--- config.mk ---
export PLATFORM = sky130hd
export DESIGN_NAME = desc_ctrl
export DESIGN_NICKNAME = d
export VERILOG_FILES = /design/src/verilog/desc_pkg.sv /design/src/verilog/desc_ctrl.sv
export SDC_FILE = /design/constraint.sdc
export NUM_CORES = 1
export LEC_CHECK = 0
export ABC_AREA = 1
export ABC_CLOCK_PERIOD_IN_PS = 3600
export BUFFER_PORTS_ARGS = -buffer_cell sky130_fd_sc_hd__buf_2
export CAP_MARGIN = 20
export CORE_MARGIN = 3
export CORE_UTILIZATION = 45
export CTS_CLUSTER_DIAMETER = 30
export DETAILED_ROUTE_END_ITERATION = 10
export HOLD_SLACK_MARGIN = 0.12
export MAX_ROUTING_LAYER = met4
export PLACE_DENSITY_LB_ADDON = 0.05
export SETUP_SLACK_MARGIN = 0.4
export SYNTH_ARGS = -nofsm -noshare
export SYNTH_HDL_FRONTEND = slang
export SYNTH_SLANG_ARGS = --single-unit
--- constraint.sdc ---
create_clock -name core_clk -period 3.6 [get_ports core_clk]
set_input_delay 0.36 -clock core_clk [delete_from_list [all_inputs] [get_ports core_clk]]
set_output_delay 0.36 -clock core_clk [all_outputs]
set_load 0.005 [all_outputs]
--- src/verilog/desc_pkg.sv ---
// Constants for the driver enable and auto spare controller
`default_nettype none
package desc_pkg;
    // Bus register byte offsets
    localparam logic [3:0] CTRL_ADDR   = 4'h0;
    localparam logic [3:0] STATUS_ADDR = 4'h4;
    localparam logic [3:0] ID_ADDR     = 4'h8;
    // Control register fields
    localparam int CTRL_CLEAR_BIT   = 0;
    localparam int CTRL_INHIBIT_BIT = 1;
    localparam logic [1:0] CTRL_RESET = 2'h0;
    // Status register fields
    localparam int ST_POWER_BIT    = 0;
    localparam int ST_SPARE_BIT    = 1;
    localparam int ST_CABLE_BIT    = 2;
    localparam int ST_CAUTION_BIT  = 3;
    localparam int ST_GRADUAL_BIT  = 4;
    localparam int ST_LATCH_BIT    = 5;
    localparam int ST_AMBER_BIT    = 6;
    localparam int ST_RED_BIT      = 7;
    localparam int ST_TEST_BIT     = 8;
    localparam int ST_WIDTH        = 9;
    // Identity word, arbitrary value
    localparam logic [31:0] ID_VALUE = 32'h0D0E_0001;
    // Bus responses
    localparam logic [1:0] RESP_OKAY   = 2'h0;
    localparam logic [1:0] RESP_SLVERR = 2'h2;
    // Module groups
    localparam int MAIN_GROUPS  = 4;
    localparam int JUMPER_MODS  = 3;
    // Flash half period, and clock rate
    localparam int FLASH_HALF_MS = 250;
    localparam int CLK_HZ        = 25_000_000;
    localparam int FLASH_CYCLES  = FLASH_HALF_MS * (CLK_HZ / 1000);
    localparam int FLASH_W       = 23;
    // Auto spare state codes
    typedef enum logic [1:0] {
        AS_OFF = 2'b01,
        AS_ON  = 2'b10
    } desc_spare_t;
endpackage
`default_nettype wire

--- src/verilog/desc_ctrl.sv ---
// Driver enable, auto spare, foldback, air and interlock control
`default_nettype none
// Overview of operation
// - A power request (turn_on_req_n low) turns on the driver stage modules.
// - The off command withdraws on-commands from every driver module unless the test jumper is set.
// - Enable high drives module lines to on level, low to off level.
// - Four shared outputs run thirteen main modules; spares get own outputs.
// - Three single modules follow the enable or are forced off by factory jumpers.
// - Manual spare runs only while the spare select switch is on.
// - Auto spare stays off while its enable switch is off.
// - Auto spare state is set/reset storage; indicator lights while on.
// - Drive below on-threshold sets the auto spare state.
// - Drive above off-threshold resets the auto spare state.
// - Drive inside the window resets the auto spare state.
// - Test jumper enables all modules except auto spare, transmitter off.
// - Missing module or cable lights interlock indicator and signals fault.
// - Near foldback point, caution indicator lights, power unchanged.
// - Further rise pulses power lower and flashes over-temp indicator.
// - Still rising, power lower held high and over-temp latched on.
// - Reduced air flow lights reduced indicator and amber air status.
// - Further reduced air flow signals air fault and red status; power stays on.
// - Latched over-temp stays until fault indication clear or the control clear bit is asserted.
module desc_ctrl #(
    parameter int FLASH_HALF = desc_pkg::FLASH_CYCLES
) (
    input  wire logic        core_clk,
    input  wire logic        rst,
    input  wire logic        turn_on_req_n,
    input  wire logic        power_off_cmd,
    input  wire logic        spare_select_switch,
    input  wire logic        auto_spare_enable_switch,
    input  wire logic        test_mode_jumper,
    input  wire logic        module_select_jumper_a,
    input  wire logic        module_select_jumper_b,
    input  wire logic        module_select_jumper_c,
    input  wire logic        drive_below_on,
    input  wire logic        drive_above_off,
    input  wire logic        cable_chain_ok,
    input  wire logic        temp_caution_cmp,
    input  wire logic        temp_lower_cmp,
    input  wire logic        temp_rapid_cmp,
    input  wire logic        air_reduced_cmp,
    input  wire logic        air_fault_cmp,
    input  wire logic        fault_indication_clear,
    output logic [3:0]       main_group_on_n,
    output logic [2:0]       jumper_module_on_n,
    output logic             manual_spare_on_n,
    output logic             auto_spare_on_n,
    output logic             auto_spare_indicator,
    output logic             cable_interlock_indicator,
    output logic             cable_interlock_fault,
    output logic             temp_caution_indicator,
    output logic             over_temp_indicator,
    output logic             power_lower_req,
    output logic             airflow_reduced_indicator,
    output logic             air_status_amber,
    output logic             air_fault,
    input  wire logic [31:0] s_axi_awaddr,
    input  wire logic        s_axi_awvalid,
    output logic             s_axi_awready,
    input  wire logic [31:0] s_axi_wdata,
    input  wire logic [3:0]  s_axi_wstrb,
    input  wire logic        s_axi_wvalid,
    output logic             s_axi_wready,
    output logic [1:0]       s_axi_bresp,
    output logic             s_axi_bvalid,
    input  wire logic        s_axi_bready,
    input  wire logic [31:0] s_axi_araddr,
    input  wire logic        s_axi_arvalid,
    output logic             s_axi_arready,
    output logic [31:0]      s_axi_rdata,
    output logic [1:0]       s_axi_rresp,
    output logic             s_axi_rvalid,
    input  wire logic        s_axi_rready
);
    localparam int NIN = 16;

    // Register map decode, shared by both channels
    function automatic logic [1:0] map_sel(input logic [31:0] a);
        logic [1:0] s;
        s = 2'h0;
        if (a[31:4] == 28'h000_0000) begin
            if (a[3:0] == desc_pkg::CTRL_ADDR)
                s = 2'h1;
            else if (a[3:0] == desc_pkg::STATUS_ADDR)
                s = 2'h2;
            else if (a[3:0] == desc_pkg::ID_ADDR)
                s = 2'h3;
        end
        return s;
    endfunction

    // Two-stage synchronisers
    logic [NIN-1:0] raw;
    logic [NIN-1:0] sync_a;
    logic [NIN-1:0] sync_b;
    assign raw = {fault_indication_clear, air_fault_cmp, air_reduced_cmp,
                  temp_rapid_cmp, temp_lower_cmp, temp_caution_cmp,
                  cable_chain_ok, drive_above_off, drive_below_on,
                  module_select_jumper_c, module_select_jumper_b,
                  module_select_jumper_a, test_mode_jumper,
                  auto_spare_enable_switch, spare_select_switch,
                  turn_on_req_n};

    always_ff @(posedge core_clk or posedge rst) begin
        if (rst) begin
            // Request inactive and cable chain intact, so no false fault
            sync_a <= 16'h0201;
            sync_b <= 16'h0201;
        end else begin
            sync_a <= raw;
            sync_b <= sync_a;
        end
    end

    wire logic       s_req_n   = sync_b[0];
    wire logic       s_spare   = sync_b[1];
    wire logic       s_auto_en = sync_b[2];
    wire logic       s_test    = sync_b[3];
    wire logic [2:0] s_jumper  = sync_b[6:4];
    wire logic       s_below   = sync_b[7];
    wire logic       s_above   = sync_b[8];
    wire logic       s_cable   = sync_b[9];
    wire logic       s_caution = sync_b[10];
    wire logic       s_lower   = sync_b[11];
    wire logic       s_rapid   = sync_b[12];
    wire logic       s_air_red = sync_b[13];
    wire logic       s_air_flt = sync_b[14];
    wire logic       s_clear   = sync_b[15];
    // Off command is from the same clock domain
    wire logic       on_request = ~s_req_n;

    // Power state
    logic power_on;
    always_ff @(posedge core_clk or posedge rst) begin
        if (rst)
            power_on <= 1'b0;
        else if (power_off_cmd)
            power_on <= 1'b0;
        else if (on_request)
            power_on <= 1'b1;
    end

    logic [1:0] ctrl;
    wire logic  inhibit   = ctrl[desc_pkg::CTRL_INHIBIT_BIT];
    wire logic  drive_en  = power_on | s_test;
    wire logic  spare_en  = drive_en & s_spare;
    wire logic  auto_allow = power_on & s_auto_en & ~inhibit;

    // Auto spare set/reset state
    desc_pkg::desc_spare_t spare_st;
    desc_pkg::desc_spare_t next_spare_st;
    always_comb begin
        case (spare_st)
            desc_pkg::AS_OFF:
                next_spare_st = (auto_allow & s_below) ?
                    desc_pkg::AS_ON : desc_pkg::AS_OFF;
            desc_pkg::AS_ON:
                next_spare_st = (auto_allow & s_below & ~s_above) ?
                    desc_pkg::AS_ON : desc_pkg::AS_OFF;
            default:
                next_spare_st = desc_pkg::AS_OFF;
        endcase
    end
    always_ff @(posedge core_clk or posedge rst) begin
        if (rst)
            spare_st <= desc_pkg::AS_OFF;
        else
            spare_st <= next_spare_st;
    end
    wire logic auto_on = (spare_st == desc_pkg::AS_ON);

    // Module drive outputs, low means on
    logic [3:0] next_main_n;
    logic [2:0] next_jmp_n;
    assign next_main_n = {desc_pkg::MAIN_GROUPS{~drive_en}};
    assign next_jmp_n  = ~({desc_pkg::JUMPER_MODS{drive_en}} & s_jumper);

    // Temperature foldback
    logic [desc_pkg::FLASH_W-1:0] flash_cnt;
    logic                         blink;
    logic                         temp_latch;
    wire logic gradual = s_lower & ~s_rapid;
    always_ff @(posedge core_clk or posedge rst) begin
        if (rst) begin
            flash_cnt <= 23'h00_0000;
            blink     <= 1'b0;
        end else if (!s_lower) begin
            flash_cnt <= 23'h00_0000;
            blink     <= 1'b0;
        end else if (flash_cnt == desc_pkg::FLASH_W'(FLASH_HALF - 1)) begin
            flash_cnt <= 23'h00_0000;
            blink     <= ~blink;
        end else begin
            flash_cnt <= flash_cnt + 23'h00_0001;
        end
    end
    // Set wins over clear
    wire logic soft_clear = ctrl[desc_pkg::CTRL_CLEAR_BIT];
    always_ff @(posedge core_clk or posedge rst) begin
        if (rst)
            temp_latch <= 1'b0;
        else if (s_rapid)
            temp_latch <= 1'b1;
        else if (s_clear | soft_clear)
            temp_latch <= 1'b0;
    end

    // Registered outputs
    always_ff @(posedge core_clk or posedge rst) begin
        if (rst) begin
            main_group_on_n           <= 4'hF;
            jumper_module_on_n        <= 3'h7;
            manual_spare_on_n         <= 1'b1;
            auto_spare_on_n           <= 1'b1;
            auto_spare_indicator      <= 1'b0;
            cable_interlock_indicator <= 1'b0;
            cable_interlock_fault     <= 1'b0;
            temp_caution_indicator    <= 1'b0;
            over_temp_indicator       <= 1'b0;
            power_lower_req           <= 1'b0;
            airflow_reduced_indicator <= 1'b0;
            air_status_amber          <= 1'b0;
            air_fault                 <= 1'b0;
        end else begin
            main_group_on_n           <= next_main_n;
            jumper_module_on_n        <= next_jmp_n;
            manual_spare_on_n         <= ~spare_en;
            auto_spare_on_n           <= ~auto_on;
            auto_spare_indicator      <= auto_on;
            cable_interlock_indicator <= ~s_cable;
            cable_interlock_fault     <= ~s_cable;
            temp_caution_indicator    <= s_caution;
            over_temp_indicator       <= temp_latch | (gradual & blink);
            power_lower_req           <= s_rapid | (gradual & blink);
            airflow_reduced_indicator <= s_air_red;
            air_status_amber          <= s_air_red & ~s_air_flt;
            air_fault                 <= s_air_flt;
        end
    end

    // AXI4-Lite slave
    logic        aw_held;
    logic        w_held;
    logic [31:0] aw_addr;
    logic [31:0] w_data;
    logic [3:0]  w_strb;
    assign s_axi_awready = ~aw_held & ~s_axi_bvalid;
    assign s_axi_wready  = ~w_held & ~s_axi_bvalid;
    assign s_axi_arready = ~s_axi_rvalid;
    wire logic do_write = aw_held & w_held & ~s_axi_bvalid;
    wire logic [1:0] wsel = map_sel(aw_addr);
    wire logic [1:0] rsel = map_sel(s_axi_araddr);
    wire logic ctrl_wr = do_write & (wsel == 2'h1) & w_strb[0];

    logic [desc_pkg::ST_WIDTH-1:0] status;
    assign status = {s_test, air_fault, air_status_amber, temp_latch,
                     gradual, temp_caution_indicator,
                     cable_interlock_fault, auto_on, power_on};
    logic [31:0] rd_word;
    assign rd_word = (rsel == 2'h1) ? {30'h0000_0000, ctrl} :
                     (rsel == 2'h2) ? {23'h00_0000, status} :
                     (rsel == 2'h3) ? desc_pkg::ID_VALUE : 32'h0000_0000;

    always_ff @(posedge core_clk or posedge rst) begin
        if (rst) begin
            aw_held <= 1'b0;
            w_held  <= 1'b0;
            aw_addr <= 32'h0000_0000;
            w_data  <= 32'h0000_0000;
            w_strb  <= 4'h0;
        end else begin
            if (s_axi_awvalid & s_axi_awready) begin
                aw_held <= 1'b1;
                aw_addr <= s_axi_awaddr;
            end else if (do_write) begin
                aw_held <= 1'b0;
            end
            if (s_axi_wvalid & s_axi_wready) begin
                w_held <= 1'b1;
                w_data <= s_axi_wdata;
                w_strb <= s_axi_wstrb;
            end else if (do_write) begin
                w_held <= 1'b0;
            end
        end
    end

    always_ff @(posedge core_clk or posedge rst) begin
        if (rst) begin
            s_axi_bvalid <= 1'b0;
            s_axi_bresp  <= desc_pkg::RESP_OKAY;
        end else if (do_write) begin
            s_axi_bvalid <= 1'b1;
            s_axi_bresp  <= (wsel == 2'h0) ? desc_pkg::RESP_SLVERR :
                                             desc_pkg::RESP_OKAY;
        end else if (s_axi_bready) begin
            s_axi_bvalid <= 1'b0;
        end
    end

    // Clear bit self-clears one cycle after it is written
    always_ff @(posedge core_clk or posedge rst) begin
        if (rst)
            ctrl <= desc_pkg::CTRL_RESET;
        else if (ctrl_wr)
            ctrl <= w_data[1:0];
        else
            ctrl[desc_pkg::CTRL_CLEAR_BIT] <= 1'b0;
    end

    always_ff @(posedge core_clk or posedge rst) begin
        if (rst) begin
            s_axi_rvalid <= 1'b0;
            s_axi_rdata  <= 32'h0000_0000;
            s_axi_rresp  <= desc_pkg::RESP_OKAY;
        end else if (s_axi_arvalid & s_axi_arready) begin
            s_axi_rvalid <= 1'b1;
            s_axi_rdata  <= rd_word;
            s_axi_rresp  <= (rsel == 2'h0) ? desc_pkg::RESP_SLVERR :
                                             desc_pkg::RESP_OKAY;
        end else if (s_axi_rready) begin
            s_axi_rvalid <= 1'b0;
        end
    end
endmodule
`default_nettype wire

==> qor.txt, run 1 <==
worst hold-check path type: primary input to flop
I/O pin count: 183
first-pass GRT wire length: 17800 µm
H-tree Lvls: 4
skew final: 0.006300 ns
Skew-Pair Late Insertion Delay: 0.41 ns
Worst Hold Launch: s_axi_rready
count of flip-flops with a built-in enable after synthesis: 0
Slew Viols, Final: 0
share of power burned in registers: 45.1%
most common cell after layout, fill and taps aside: buf_2
WP data required: 3.88 ns
minimum clock period: 1.634 ns
slew margin rel.: 50.42%
Worst-path clk slew: 0.05 ns
Routed Antenna Nets: 0
top area cells in the synthesized netlist: dfrtp_1 54%, mux2_2 6.8%, dfstp_2 5.4%
GPL Wtd Cong: 0.8183
Global Route Usage Sum: 17.92%
RSZ-0062 raised after global routing: no
Area growth, synth to finish: 27.58%
R2R depth: 3
initial antenna violation count: 0
Longest Clk Path Bufs: 2
DP Wirelength: 7714 µm
per-cell routed wire length: 12.81 µm
Starting DRT DRC Count: 142
asr flop ratio synth: 100.0%
Internal: 3034 µW
mapped cell area: 5331 µm²
Fill cells: 982
Final nets: 798
# port buffers: 130
setup tns final: 0 ns
drt total wl: 10610 µm
sequential fraction of the synthesis area: 59.87%
RR Startpoint: s_axi_bvalid
period utilization: 45.39%
Worst Hold Endpoint: s_axi_rvalid
vias per cell: 4.700
DR vias: 3892
synthesized instance count: 515
Final Hold Vio Count: 0
area occupied by multi-input gates: 1787 µm²
CORE AREA: 11520 µm²
status: completed
DRC viols: 0
crit path DAT: 1.92 ns
Clock Sinks: 127
register area: 3192 µm²
vias in the first global route: 3822
pwr/cell area: 593.1 nW/µm²
Initial Utilization: 46.30%
die area: 13190 µm²
chip height: 114.8 µm
ys flop type: dfrtp_1
crit end category: flop
CTS Buf Count: 17
FF+latch count, synth: 127
clock group share of total power: 40.4%
CTS tree: done
largest net degree at the start of global routing: 84
combinational share of power: 14.4%
IR drop worst, VDD: 0.4273 mV
most frequent cells in the layout: 130 x buf_2, 116 x dfrtp_1, 77 x nand2_1
NetSw: 999.5 µW
Yosys top cell by area: dfrtp_1
die width: 114.8 µm
Max Clock Freq: 611.9 MHz
worst hold path cell count: 2
Critical Path Source Type: flop
R2R Setup Slk: 1.97 ns
fraction of layout cells with a size suffix above 1: 33.92%
Leak Pwr: 0.003265 µW
drt pass-1 iters: 4
sw frac: 24.78%
FP Rows: 39
clock root buffer: clkbuf_16
Setup violations, final: 0
synthesized area per cell: 10.35 µm²
top cell type's share of synthesized area: 54.45%
PostCTS Resize Cnt: 0
Least-Margin Pin Slew: 0.7411 ns
Unique masters post-synth: 36
Total Power: 4034 µW
maxcap violations: 0
GRT overflow: 0
Crit Path Max Fanout: 35
Warnings, synthesis: 0
critical path type: flop to flop
RR Endpoint: aw_addr[6]
## logic make-up (layout without fill, tap and decap cells)
family          count (synthesis)  in the layout  share of synthesized area, %
xor+xnor                        5              5                        0.8214
simple gates                  228            228                         20.28
other cells                     1             20                       0.07034
fa+ha+maj                       3              3                        0.7041
compound gates                 36             36                         3.614
flops                         127            127                         59.87
mux                            32             32                         6.759
buf+inv                        83            234                         7.885
## cell usage after synthesis, types with 4 or more instances
library cell	instances
mux2_2	32
nand3_1	23
nor2_1	72
inv_1	46
dfrtp_1	116
buf_4	28
nand4_1	7
nand2_1	77
nor3_1	17
nor4_1	7
xor2_1	4
a21oi_1	15
nor2_4	9
o21ai_0	15
dfstp_2	11
nand2_2	5
## registers in the layout, summed over array words and instances, names as in the netlist, 2 cells and up
signal,flops
aw_addr,32
ctrl,2
flash_cnt,23
jumper_module_on_n,3
s_axi_rdata,10
spare_st,2
sync_a,16
sync_b,16
w_data,2
## worst max-delay path, stage by stage, from the launching register on
cell	delay [ns]
dfrtp_1	0.42
nor2_1	0.18
nand2_2	0.45
mux2_2	0.45
## power by group through the flow
| stage | registers, µW | clock network [µW] | logic (µW) |
|---|---|---|---|
| final | 1820 | 1630 | 583 |
| after global routing | 1860 | 1750 | 662 |
| after CTS | 1820 | 1680 | 596 |
| after detailed placement | 1840 | 0 | 579 |
| after global placement | 1830 | 0 | 560 |
| after floorplan | 1810 | 0 | 440 |
## through the flow
step / hold slack (ns) / std cells / cell area (µm²) / setup WS (ns) / utilization, %
after floorplan: 0.3312 / 533 / 5403 / 1.682 / -
after global placement: 0.3318 / 776 / 6035 / 1.996 / 52.40
after detailed placement: 0.3347 / 776 / 6035 / 1.950 / 52.40
after CTS: 0.1321 / 827 / 6799 / 1.937 / 59.04
after global routing: 0.1562 / 827 / 6799 / 1.828 / 59.04
final: 0.1532 / 828 / 6802 / 1.966 / 59.06
## what timing repair did
item / CTS / global route
endpoints found under the hold margin: 36 / 0
buffers inserted: 0 / 0
hold buffers: 19 / 0
## cell type report
type,count,share of cell area [%]
well taps,143,2.631
diodes,1,0.03679
clock buffers,19,6.365
repair buffers,152,12.88
inverters,50,2.815
flip-flops and latches,127,46.93
multi-input cells,323,26.27
clock inverters,13,2.079
## worst max path at each step
stage / from / end / slack [ns] / cells past startpoint
after floorplan: rst / air_fault / 1.68 / 1
after global placement: s_axi_bvalid / aw_addr[15] / 2.00 / 3
after detailed placement: s_axi_bvalid / aw_addr[6] / 1.95 / 3
after CTS: s_axi_bvalid / aw_addr[6] / 1.94 / 3
after global routing: flash_cnt[0] / flash_cnt[20] / 1.83 / 8
final: s_axi_bvalid / aw_addr[6] / 1.97 / 3
## per-layer routing
layer  GRT usage [%]  up-vias  routed length (µm)
li1                -     1944                   -
met1           21.76     1816                4654
met2           27.39      114                5017
met3           6.105       18                 716
met4           7.590        0                 221
met5               -        -                   0
Note: power is estimated with default switching activity, not from simulation.
==> run 2, diff against run 1 <==
--- a/config.mk
+++ b/config.mk
@@ -6,7 +6,7 @@
 export NUM_CORES = 1
 export LEC_CHECK = 0
 export ABC_AREA = 1
-export ABC_CLOCK_PERIOD_IN_PS = 3600
+export ABC_CLOCK_PERIOD_IN_PS = 1400
 export BUFFER_PORTS_ARGS = -buffer_cell sky130_fd_sc_hd__buf_2
 export CAP_MARGIN = 20
 export CORE_MARGIN = 3
==> constraint.sdc (replaced) <==
create_clock -name core_clk -period 1.4 [get_ports core_clk]
set_input_delay 0.14 -clock core_clk [delete_from_list [all_inputs] [get_ports core_clk]]
set_output_delay 0.14 -clock core_clk [all_outputs]
set_load 0.005 [all_outputs]
==> run 2 against run 1 <==
Against the previous run: the run now ends with setup timing left; largest cell class unchanged; register-to-register slack got worse by 2.1 ns; clock power rose to 2.8 times the previous value; cell count rose by 14%; setup slack got worse by 2.1 ns; count of clock-buffer cells in the layout rose by 1; critical path depth rose by 7; utilization rose by 16 points; sequential share of layout area fell by 9.8 points; combinational power rose to 5.5 times the previous value; non-clock buffer count rose by 115; critical endpoint is now flash_cnt[16]; flip-flop and latch count did not move.
==> qor.txt, run 2 (synthesis gave the netlist of run 1 again) <==
GPL Wtd Cong: 0.8680 (was 0.8183)
Largest register FFs: 32 (unchanged)
RR Startpoint: flash_cnt[0] (was s_axi_bvalid)
die width: 114.8 µm (unchanged)
chip height: 114.8 µm (unchanged)
NetSw: 3463 µW (was 999.5 µW)
maxcap violations: 0 (unchanged)
FP Rows: 39 (unchanged)
CORE AREA: 11520 µm² (unchanged)
DRC viols: 0 (unchanged)
initial antenna violation count: 1 (was 0)
Global Route Usage Sum: 22.03% (was 17.92%)
slew margin rel.: 63.69% (was 50.42%)
Fill cells: 755 (was 982)
Critical Path Source Type: flop (unchanged)
RSZ-0062 raised after global routing: yes (was no)
Setup crit start: flash_cnt[0] (was s_axi_bvalid)
crit path DAT: 1.82 ns (was 1.92 ns)
clock root buffer: clkbuf_16 (unchanged)
pwr/cell area: 1474 nW/µm² (was 593.1 nW/µm²)
DR vias: 4519 (was 3892)
worst hold-check path type: primary input to flop (unchanged)
Longest Clk Path Bufs: 2 (unchanged)
Routed Antenna Nets: 0 (unchanged)
crit end category: flop (unchanged)
IR drop worst, VDD: 1.371 mV (was 0.4273 mV)
Max Clock Freq: 661.5 MHz (was 611.9 MHz)
critical path type: flop to flop (unchanged)
period utilization: 108.0% (was 45.39%)
Worst Hold Launch: s_axi_arvalid (was s_axi_rready)
most frequent cells in the layout: 124 x buf_2, 114 x dfrtp_1, 66 x nand2_1 (was 130 x buf_2, 116 x dfrtp_1, 77 x nand2_1)
status: finished with violations (was completed)
dpl cells: 817 (was 776)
CTS tree: done (unchanged)
Starting DRT DRC Count: 173 (was 142)
per-cell routed wire length: 15.33 µm (was 12.81 µm)
skew final: 0.007880 ns (was 0.006300 ns)
RR Endpoint: flash_cnt[16] (was aw_addr[6])
combinational share of power: 25.5% (was 14.4%)
clock group share of total power: 35.9% (was 40.4%)
Initial Utilization: 46.30% (unchanged)
Area growth, synth to finish: 61.51% (was 27.58%)
register with the most flip-flops: aw_addr (unchanged)
first-pass GRT wire length: 21760 µm (was 17800 µm)
Final nets: 914 (was 798)
failing checks: setup timing
top flop regs: aw_addr (32), flash_cnt (23) (unchanged)
minimum clock period: 1.512 ns (was 1.634 ns)
Leak Pwr: 0.004154 µW (was 0.003265 µW)
final core occ: 74.77% (was 59.06%)
drt total wl: 14470 µm (was 10610 µm)
Crit Path Max Fanout: 4 (was 35)
Worst setup endpoint: flash_cnt[16] (was aw_addr[6])
# port buffers: 130 (unchanged)
drt pass-1 iters: 4 (unchanged)
Least-Margin Pin Slew: 0.5447 ns (was 0.7411 ns)
Slew Viols, Final: 0 (unchanged)
fraction of layout cells with a size suffix above 1: 49.50% (was 33.92%)
Worst-path clk slew: 0.06 ns (was 0.05 ns)
DP Wirelength: 8231 µm (was 7714 µm)
share of power burned in registers: 38.6% (was 45.1%)
CTS Buf Count: 17 (unchanged)
setup tns final: -1.866 ns (was 0 ns)
I/O pin count: 183 (unchanged)
R2R depth: 10 (was 3)
Clock Sinks: 127 (unchanged)
setup ws final: -0.1118 ns (was 1.966 ns)
largest net degree at the start of global routing: 106 (was 84)
vias per cell: 4.787 (was 4.700)
H-tree Lvls: 4 (unchanged)
Setup violations, final: 50 (was 0)
die area: 13190 µm² (unchanged)
Hold WS: 0.1362 ns (was 0.1532 ns)
Internal: 9228 µW (was 3034 µW)
Skew-Pair Late Insertion Delay: 0.42 ns (was 0.41 ns)
WP data required: 1.71 ns (was 3.88 ns)
sw frac: 27.29% (was 24.78%)
final std cells w/o fill: 944 (was 828)
vias in the first global route: 4496 (was 3822)
most common cell after layout, fill and taps aside: buf_2 (unchanged)
R2R Setup Slk: -0.11 ns (was 1.97 ns)
Final Hold Vio Count: 0 (unchanged)
GRT overflow: 0 (unchanged)
run 2: cell count changes in the layout (fill, tap and decap cells not counted), sizes merged:
| cell | delta |
|---|---|
| buf | +78 |
| dlygate4sd3 | +37 |
| clkinv | -7 |
| clkinvlp | +5 |
| bufinv | +1 |
| clkbuf | +1 |
| inv | +1 |
run 2: power groups by stage:
stage	clock, µW	sequential [µW]	combinational [µW]
after global routing	4790	4970	3440
after detailed placement	0	4770	1630
after global placement	0	4730	1570
after floorplan	0	4670	1220
final	4560	4900	3230
after CTS	4570	4790	2730
run 2: what timing repair did:
action                                 in CTS  in global routing
endpoints found under the hold margin     179                  0
setup endpoints to repair                 115                111
resized for setup                          93                 66
cloned                                      4                  0
pin swaps                                  10                 32
hold buffers                               56                  0
setup buffers                              17                 17
run 2: area by class of cell:
class / instances / area, µm² / share of cell area (%)
antenna: 1 / 2.502 / 0.02906
clock inverter: 12 / 158.9 / 1.845
inverter: 50 / 203.9 / 2.369
timing repair inverter: 1 / 11.26 / 0.1308
multi-input combinational: 323 / 2330 / 27.06
tap: 143 / 178.9 / 2.078
clock buffer: 20 / 456.7 / 5.304
sequential: 127 / 3194 / 37.10
timing repair buffer: 267 / 2074 / 24.09
run 2: worst max-delay path, stage by stage, from the launching register on:
cell	delay, ns
dfrtp_1	0.36
ha_2	0.19
nand2_2	0.07
nor2_4	0.15
nand2_2	0.09
nor2_4	0.11
nand2_4	0.09
nor3_4	0.17
nand2_1	0.07
nand2_1	0.06
nor2_1	0.04
run 2: worst min path at each step:
stage | endpoint | slack, ns | cells after the start
floorplan | sync_a[0] | 0.14 | 0
global placement | sync_a[4] | 0.24 | 3
detailed placement | sync_a[4] | 0.25 | 3
CTS | s_axi_rdata[1] | 0.13 | 5
global route | s_axi_rdata[6] | 0.15 | 5
finish | s_axi_rdata[6] | 0.14 | 5
run 2: per-layer routing:
layer  up-vias  track usage (%)  part of all wire [%]
li1       2166                -                     -
met1      2183            26.06                    40
met2       149            36.30                    54
met3        21            4.632                   4.4
met4         0            9.781                   1.5
met5         -                -                     0
run 2: metrics by stage:
step / total power, µW / setup WS (ns) / cell area [µm²]
floorplan: 5892 / -0.2983 / 5509
global placement: 6295 / -0.04891 / 6440
detailed placement: 6394 / -0.09342 / 6440
CTS: 12090 / -0.09854 / 8194
global route: 13200 / -0.2523 / 8611
finish: 12690 / -0.1118 / 8611
